==> config.mk <==
export PLATFORM = sky130hd
export DESIGN_NAME = msd_decoder
export DESIGN_NICKNAME = d
export VERILOG_FILES = /design/src/msd_pkg.sv /design/src/msd_decoder.sv
export VERILOG_INCLUDE_DIRS = /design/src
export SDC_FILE = /design/constraint.sdc
export NUM_CORES = 1
export LEC_CHECK = 0
export ABC_AREA = 1
export BUFFER_PORTS_ARGS = -buffer_cell sky130_fd_sc_hd__clkbuf_2
export CAP_MARGIN = 30
export CORE_MARGIN = 4
export CORE_UTILIZATION = 37
export DETAILED_ROUTE_END_ITERATION = 7
export PLACE_DENSITY = 0.75
export SKIP_CTS_REPAIR_TIMING = 1
export SYNTH_ARGS = -nofsm -noshare
export SYNTH_HDL_FRONTEND = slang
export SYNTH_SLANG_ARGS = --single-unit
==> constraint.sdc <==
create_clock -name mclk_in -period 0.9 [get_ports mclk_in]
set_input_delay 0.18 -clock mclk_in [delete_from_list [all_inputs] [get_ports mclk_in]]
set_output_delay 0.18 -clock mclk_in [all_outputs]
set_load 0.01 [all_outputs]
==> src/msd_cfg.svh <==
`ifndef MSD_CFG_SVH
`define MSD_CFG_SVH
// ----------------------------------------
// register file map
// ----------------------------------------
`define MSD_RF_AW 12
`define MSD_RAM_BASE 12'h000
`define MSD_RAM_SIZE 13'h0400
`define MSD_CTRL_BASE 12'hf00
`define MSD_CTRL_LAST 12'hfff
// ----------------------------------------
// program memory map
// ----------------------------------------
`define MSD_PM_AW 16
`define MSD_FLASH_SIZE 17'h02000
`define MSD_VEC_RESET 16'h0002
`define MSD_VEC_WDT 16'h0004
`define MSD_VEC_TRAP 16'h0006
`define MSD_VEC_IRQ 16'h0008
`define MSD_VEC_OSC 16'h0038
`define MSD_CODE_BASE 16'h003e
// ----------------------------------------
// information area overlay
// ----------------------------------------
`define MSD_INFO_SEL_BIT 7
`define MSD_INFO_BASE 16'hfe00
`define MSD_INFO_LAST 16'hff7f
`define MSD_PARTID_BASE 16'hfe40
`define MSD_PARTID_LAST 16'hfe53
`define MSD_PARTID_LEN 20
// ----------------------------------------
// fill values
// ----------------------------------------
`define MSD_UNIMP_BYTE 8'hff
`define MSD_UNDEF_BYTE 8'h00
`endif

==> src/msd_pkg.sv <==
package msd_pkg;
  // program memory region of the last decoded address
  typedef enum logic [2:0] {
    MSD_REG_OPTION = 3'h0,
    MSD_REG_RESET = 3'h1,
    MSD_REG_WDT = 3'h3,
    MSD_REG_TRAP = 3'h2,
    MSD_REG_IRQ = 3'h6,
    MSD_REG_OSC = 3'h7,
    MSD_REG_CODE = 3'h5
  } msd_pm_region_e;
  // source of a register file read
  typedef enum logic [1:0] {
    MSD_RF_NONE = 2'h0,
    MSD_RF_RAM = 2'h1,
    MSD_RF_CTRL = 2'h3
  } msd_rf_src_e;
  // source of a program memory read
  typedef enum logic [1:0] {
    MSD_PM_FILL = 2'h0,
    MSD_PM_FLASH = 2'h1,
    MSD_PM_INFO = 2'h3,
    MSD_PM_PARTID = 2'h2
  } msd_pm_src_e;
endpackage

==> src/msd_decoder.sv <==
`timescale 1ns/10ps
`include "msd_cfg.svh"
// How it works
// - register file addresses are twelve bits, covering 4096 bytes
// - addresses F00h to FFFh go to the control register block, not RAM
// - reserved control reads return whatever the control block gives
// - RAM starts at 000h; its size is a parameter from 256 bytes to 1KB
// - between RAM top and F00h reads give a fill byte, writes dropped
// - 64KB program space, flash from zero, 1KB to 8KB by parameter
// - program reads beyond flash return FFh; writes there are dropped
// - program addresses are classed into option, reset, watchdog, trap, interrupt, oscillator and code regions
// - data memory accesses are answered but backed by no storage
// - page select bit 7 enables the information area overlay
// - with overlay on, reads FE00h to FF7Fh come from the information area, except the part identifier bytes
// - with overlay on, writes to FE00h to FF7Fh are dropped
// - part identifier at FE40 to FE53 is a fixed twenty byte string
module msd_decoder #(
  parameter logic [12:0] RAM_SIZE = `MSD_RAM_SIZE,
  parameter logic [16:0] FLASH_SIZE = `MSD_FLASH_SIZE,
  // arbitrary identifier text, left-justified and padded with F
  parameter logic [159:0] PART_ID = "MSDPART0FFFFFFFFFFFF"
) (
  input wire logic mclk_in,
  input wire logic reset_n_in,
  // register file access from the core
  input wire logic [11:0] rf_addr_in,
  input wire logic rf_rd_in,
  input wire logic rf_wr_in,
  input wire logic [7:0] rf_wdata_in,
  output logic [7:0] rf_rdata_out,
  output logic rf_ack_out,
  // program memory access from the core
  input wire logic [15:0] pm_addr_in,
  input wire logic pm_rd_in,
  input wire logic pm_wr_in,
  input wire logic [7:0] pm_wdata_in,
  output logic [7:0] pm_rdata_out,
  output logic pm_ack_out,
  output msd_pkg::msd_pm_region_e pm_region_out,
  // data memory access from the core
  input wire logic ds_rd_in,
  input wire logic ds_wr_in,
  output logic [7:0] ds_rdata_out,
  output logic ds_ack_out,
  // flash page select value
  input wire logic [7:0] page_sel_in,
  // register file RAM
  output logic [11:0] ram_addr_out,
  output logic ram_re_out,
  output logic ram_we_out,
  output logic [7:0] ram_wdata_out,
  input wire logic [7:0] ram_rdata_in,
  // control register block
  output logic [7:0] ctrl_addr_out,
  output logic ctrl_re_out,
  output logic ctrl_we_out,
  output logic [7:0] ctrl_wdata_out,
  input wire logic [7:0] ctrl_rdata_in,
  // program flash
  output logic [15:0] flash_addr_out,
  output logic flash_re_out,
  output logic flash_we_out,
  output logic [7:0] flash_wdata_out,
  input wire logic [7:0] flash_rdata_in,
  // information area storage
  output logic [6:0] info_addr_out,
  output logic info_re_out,
  input wire logic [7:0] info_rdata_in
);
  import msd_pkg::*;

  // ----------------------------------------
  // part identifier table
  // ----------------------------------------
  logic [7:0] part_rom [`MSD_PARTID_LEN];
  genvar gi;
  // one byte per entry, first character at the lowest address
  generate
    for (gi = 0; gi < `MSD_PARTID_LEN; gi++) begin : g_part
      assign part_rom[gi] = PART_ID[159 - 8 * gi -: 8];
    end
  endgenerate

  // ----------------------------------------
  // register file decode
  // ----------------------------------------
  wire rf_req = rf_rd_in | rf_wr_in;
  wire rf_is_ctrl = (rf_addr_in >= `MSD_CTRL_BASE);
  wire rf_is_ram = ({1'b0, rf_addr_in} < RAM_SIZE);
  wire rf_ram_rd = rf_rd_in & rf_is_ram;
  wire rf_ram_wr = rf_wr_in & rf_is_ram;
  wire rf_ctrl_rd = rf_rd_in & rf_is_ctrl;
  wire rf_ctrl_wr = rf_wr_in & rf_is_ctrl;
  wire msd_rf_src_e rf_src_next = rf_is_ctrl ? MSD_RF_CTRL : (rf_is_ram ? MSD_RF_RAM : MSD_RF_NONE);

  // ----------------------------------------
  // program memory decode
  // ----------------------------------------
  wire info_on = page_sel_in[`MSD_INFO_SEL_BIT];
  wire pm_req = pm_rd_in | pm_wr_in;
  wire pm_in_window = (pm_addr_in >= `MSD_INFO_BASE) && (pm_addr_in <= `MSD_INFO_LAST);
  wire pm_overlay = info_on & pm_in_window;
  wire pm_in_part = (pm_addr_in >= `MSD_PARTID_BASE) && (pm_addr_in <= `MSD_PARTID_LAST);
  wire pm_in_flash = ({1'b0, pm_addr_in} < FLASH_SIZE);
  wire pm_flash_rd = pm_rd_in & pm_in_flash & ~pm_overlay;
  wire pm_flash_wr = pm_wr_in & pm_in_flash & ~pm_overlay;
  wire pm_info_rd = pm_rd_in & pm_overlay & ~pm_in_part;
  wire [15:0] pm_info_off = pm_addr_in - `MSD_INFO_BASE;
  wire [15:0] pm_part_off = pm_addr_in - `MSD_PARTID_BASE;
  wire msd_pm_src_e pm_src_next = pm_overlay ? (pm_in_part ? MSD_PM_PARTID : MSD_PM_INFO)
                                             : (pm_in_flash ? MSD_PM_FLASH : MSD_PM_FILL);

  // vector layout classification
  wire msd_pm_region_e region_next =
    (pm_addr_in < `MSD_VEC_RESET) ? MSD_REG_OPTION :
    (pm_addr_in < `MSD_VEC_WDT) ? MSD_REG_RESET :
    (pm_addr_in < `MSD_VEC_TRAP) ? MSD_REG_WDT :
    (pm_addr_in < `MSD_VEC_IRQ) ? MSD_REG_TRAP :
    (pm_addr_in < `MSD_VEC_OSC) ? MSD_REG_IRQ :
    (pm_addr_in < `MSD_CODE_BASE) ? MSD_REG_OSC : MSD_REG_CODE;

  // ----------------------------------------
  // first stage: drive the memories
  // ----------------------------------------
  msd_rf_src_e rf_src_reg;
  msd_pm_src_e pm_src_reg;
  logic rf_req_reg;
  logic pm_req_reg;
  logic ds_req_reg;
  logic [4:0] part_idx_reg;

  // strobes to the memories and the request flag of each bus
  always_ff @(posedge mclk_in) begin
    if (!reset_n_in) begin
      ram_re_out <= 1'b0;
      ram_we_out <= 1'b0;
      ctrl_re_out <= 1'b0;
      ctrl_we_out <= 1'b0;
      flash_re_out <= 1'b0;
      flash_we_out <= 1'b0;
      info_re_out <= 1'b0;
      rf_req_reg <= 1'b0;
      pm_req_reg <= 1'b0;
      ds_req_reg <= 1'b0;
    end else begin
      ram_re_out <= rf_ram_rd;
      ram_we_out <= rf_ram_wr;
      ctrl_re_out <= rf_ctrl_rd;
      ctrl_we_out <= rf_ctrl_wr;
      flash_re_out <= pm_flash_rd;
      flash_we_out <= pm_flash_wr;
      info_re_out <= pm_info_rd;
      rf_req_reg <= rf_req;
      pm_req_reg <= pm_req;
      ds_req_reg <= ds_rd_in | ds_wr_in;
    end
  end

  // addresses, write data and read sources
  always_ff @(posedge mclk_in) begin
    if (!reset_n_in) begin
      ram_addr_out <= 12'h000;
      ram_wdata_out <= 8'h00;
      ctrl_addr_out <= 8'h00;
      ctrl_wdata_out <= 8'h00;
      flash_addr_out <= 16'h0000;
      flash_wdata_out <= 8'h00;
      info_addr_out <= 7'h00;
      part_idx_reg <= 5'h00;
      rf_src_reg <= MSD_RF_NONE;
      pm_src_reg <= MSD_PM_FILL;
    end else begin
      ram_addr_out <= rf_addr_in - `MSD_RAM_BASE;
      ram_wdata_out <= rf_wdata_in;
      ctrl_addr_out <= rf_addr_in[7:0];
      ctrl_wdata_out <= rf_wdata_in;
      flash_addr_out <= pm_addr_in;
      flash_wdata_out <= pm_wdata_in;
      info_addr_out <= pm_info_off[6:0];
      part_idx_reg <= pm_part_off[4:0];
      rf_src_reg <= rf_src_next;
      pm_src_reg <= pm_src_next;
    end
  end

  // ----------------------------------------
  // second stage: return read data
  // ----------------------------------------
  wire [7:0] rf_rdata_next = (rf_src_reg == MSD_RF_RAM) ? ram_rdata_in :
                             (rf_src_reg == MSD_RF_CTRL) ? ctrl_rdata_in : `MSD_UNDEF_BYTE;
  wire [7:0] pm_rdata_next = (pm_src_reg == MSD_PM_FLASH) ? flash_rdata_in :
                             (pm_src_reg == MSD_PM_INFO) ? info_rdata_in :
                             (pm_src_reg == MSD_PM_PARTID) ? part_rom[part_idx_reg] : `MSD_UNIMP_BYTE;

  // answers to the core, one cycle after the memory strobe
  always_ff @(posedge mclk_in) begin
    if (!reset_n_in) begin
      rf_rdata_out <= 8'h00;
      rf_ack_out <= 1'b0;
      pm_rdata_out <= 8'h00;
      pm_ack_out <= 1'b0;
      ds_rdata_out <= 8'h00;
      ds_ack_out <= 1'b0;
    end else begin
      rf_rdata_out <= rf_rdata_next;
      rf_ack_out <= rf_req_reg;
      pm_rdata_out <= pm_rdata_next;
      pm_ack_out <= pm_req_reg;
      ds_rdata_out <= `MSD_UNDEF_BYTE;
      ds_ack_out <= ds_req_reg;
    end
  end

  // region of each program access, held until the next one
  always_ff @(posedge mclk_in) begin
    if (!reset_n_in) begin
      pm_region_out <= MSD_REG_OPTION;
    end else if (pm_req) begin
      pm_region_out <= region_next;
    end
  end
endmodule

==> results.json <==
{
  "synth_xor_xnor_area_share": 0,
  "crit_chain": "buf_6 -> buf_6",
  "drt-total-wl_um": 8590,
  "gp_congestion": 0.902,
  "rsz0062_at_grt": "yes",
  "ys_types": 23,
  "violations": "setup timing",
  "drt-met1-wl_um": 3090,
  "die_area_um2": 9380,
  "synth_fa_ha_area_frac": 0,
  "ys_seq_area_frac": 0.548,
  "antenna_found_initial": 0,
  "reg2reg_setup_slack_ns": -0.19,
  "drv_slew": 0,
  "ant_nets": 0,
  "fin_crit_ns": 1.10,
  "area_growth_pct": 62.1,
  "core_um2": 7690,
  "worstSkewPairLatency_ns": 0.34,
  "ff2ff_path_depth": 7,
  "ff_latch_area_um2": 1670,
  "hold_class": "in -> reg",
  "drc": 0,
  "fin_cells": 665,
  "top_register": "flash_addr_out",
  "grt-ovfl-total": 0,
  "top_layer": "met4",
  "cts_htree_levels": 3,
  "dpl.hpwl_um": 6260,
  "final_util": 0.616,
  "synthArstFlopShare": 0,
  "cts_tree": "yes",
  "fin_nets": 650,
  "required_ns": 0.72,
  "grt_pass1_vias": 2794,
  "dp.cells": 645,
  "grt_max_degree": 35,
  "whs_endpoint": "flash_addr_out[0]",
  "cts_buffers": 9,
  "synth.area.mux_share": 0,
  "setup_slack_ns": -0.204,
  "largest_reg_flops": 16,
  "critPathSlowestCell": "dfxtp_4",
  "endpoint_kind": "output port",
  "max_freq_mhz": 906,
  "clock_skew_ns": 0.0103,
  "fillers": 634,
  "critPathTopFamily": "flip-flops",
  "reg_top3": "flash_addr_out (16), ram_addr_out (12)",
  "drive_above_1_share": 0.549,
  "cp_data_arrival_time_ns": 0.92,
  "cp-start-kind": "flip-flop",
  "synth_top_cell_area_share": 0.548,
  "power.density_nw_per_um2": 1550,
  "synth_top_family_by_area": "simple AND/OR/NAND/NOR gates",
  "yosys_register_bits": 80,
  "setup_viol": 103,
  "synth_area_um2": 2920,
  "power_leakage_nw": 2.66,
  "grt_pass1_wl_um": 12800,
  "yosys.area.top_type": "dfxtp_1",
  "final-hold-violation-count": 0,
  "maxCapViolations": 0,
  "crit_top_cell": "buf_6",
  "postSynthCellCount": 368,
  "path_clk_slew_ns": 0.09,
  "crit_path_max_fanout": 4,
  "synthTopCellsByArea": "dfxtp_1, nand2_1, inv_1, buf_4, a21oi_1",
  "min_path_cells": 3,
  "first_iter_violations": 98,
  "min_from": "pm_addr_in[0]",
  "syn_area_per_cell_um2": 7.94,
  "drt-pass1-iter-count": 4,
  "synth_common_cells": "nand2_1, dfxtp_1, inv_1",
  "crit_buf_inv": 2,
  "synthSimpleGateAreaFrac": 0.189,
  "peakVddDrop_uv": 962,
  "io_buffers": 180,
  "yosys_most_used_dff": "dfxtp_1",
  "rows": 32,
  "wire_per_inst_um": 12.9,
  "die-width_um": 96.9,
  "ys_warn_count": 0,
  "path_class": "reg -> out",
  "r2r_end": "pm_rdata_out[5]",
  "clock_path_buffers": 2,
  "initial_core_util": 0.380,
  "met3_length_um": 854,
  "cts.sinks": 80,
  "synth_compound_area_frac": 0.0779,
  "finalCritPeriodShare": 1.23,
  "rr_startpoint": "flash_addr_out[3]",
  "synth_most_common_cell": "nand2_1",
  "max_stage_delay_ns": 0.36,
  "synth_edf_count": 0,
  "io_pins": 196,
  "grt_use_total": 0.166,
  "clock-root-buffer": "clkbuf_8",
  "die_y_um": 96.9,
  "wl_met2_um": 4530,
  "vias": 2933,
  "antennaDiodeCount": 0,
  "status": "finished, violations left",
  "viasPerCell": 4.41,
  "multi_input_area_um2": 903
}
[metrics by stage]
step | hold slack (ns) | setup slack, ns | TNS [ns] | instance area, um2 | power, mW
after global routing | -0.00653 | -0.259 | -12.81 | 4740 | 7.74
after global placement | 0.362 | -0.144 | -0.660 | 3920 | 4.76
after floorplan | 0.273 | -0.0401 | -0.0884 | 2950 | 4.32
after CTS | -0.000888 | -0.282 | -11.04 | 4100 | 7.13
after detailed placement | 0.367 | -0.149 | -0.969 | 3920 | 4.79
final | 0.0236 | -0.204 | -7.09 | 4740 | 7.34
[final cells by class]
cell class,count,area share
Clock buffer,11,0.0298
Inverter,72,0.0576
Multi-Input combinational cell,185,0.191
Timing Repair Buffer,210,0.336
Tap cell,102,0.0269
Clock inverter,5,0.00687
Sequential cell,80,0.352
[worst reg2reg max path, cell delays in order, from the launching register on]
cell and delay (ns):
dfxtp_2 0.35, nor2_4 0.14, inv_2 0.05, o21ai_2 0.16
nand2_1 0.08, o21ai_1 0.12, inv_1 0.06, nor2_1 0.07
[routing by layer]
metal / global-route usage / vias to the layer above
met4: 0.0356 / 0
met1: 0.177 / 1332
met5: 0 / -
met3: 0.0815 / 11
met2: 0.297 / 149
li1: - / 1441
[power breakdown]
group / leakage, nW / internal (mW) / total (mW) / switching [mW]
registers: 0.678 / 3.72 / 3.82 / 0.0960
logic: 1.90 / 0.622 / 1.17 / 0.552
clock network: 0.0813 / 1.07 / 2.34 / 1.27
total: 2.66 / 5.42 / 7.34 / 1.92
[worst max path at each step]
stage	from	endpoint	slack [ns]	cells past startpoint
floorplan	flash_addr_out[3]	pm_rdata_out[5]	-0.04	7
global placement	reset_n_in	pm_src_reg[1]	-0.14	4
detailed placement	reset_n_in	pm_src_reg[1]	-0.15	4
CTS	flash_addr_out[2]	info_addr_out[2]	-0.28	2
global route	flash_addr_out[1]	info_addr_out[1]	-0.26	2
finish	flash_addr_out[1]	info_addr_out[1]	-0.20	2
[cell usage in the layout, fill, tap and decap left out, types with 10 or more instances in the layout]
cell type,count
nand2_1,86
clkbuf_2,85
buf_6,74
inv_1,64
dfxtp_2,47
dfxtp_1,31
buf_2,27
nor2_1,23
buf_4,21
a21oi_1,13
a21oi_2,11
clkbuf_8,10
[logic make-up after synthesis]
group | Yosys count
compound gates | 41
buf+inv | 110
flops | 80
other cells | 1
simple gates | 136
No activity file was read; power rests on OpenSTA's default activity.
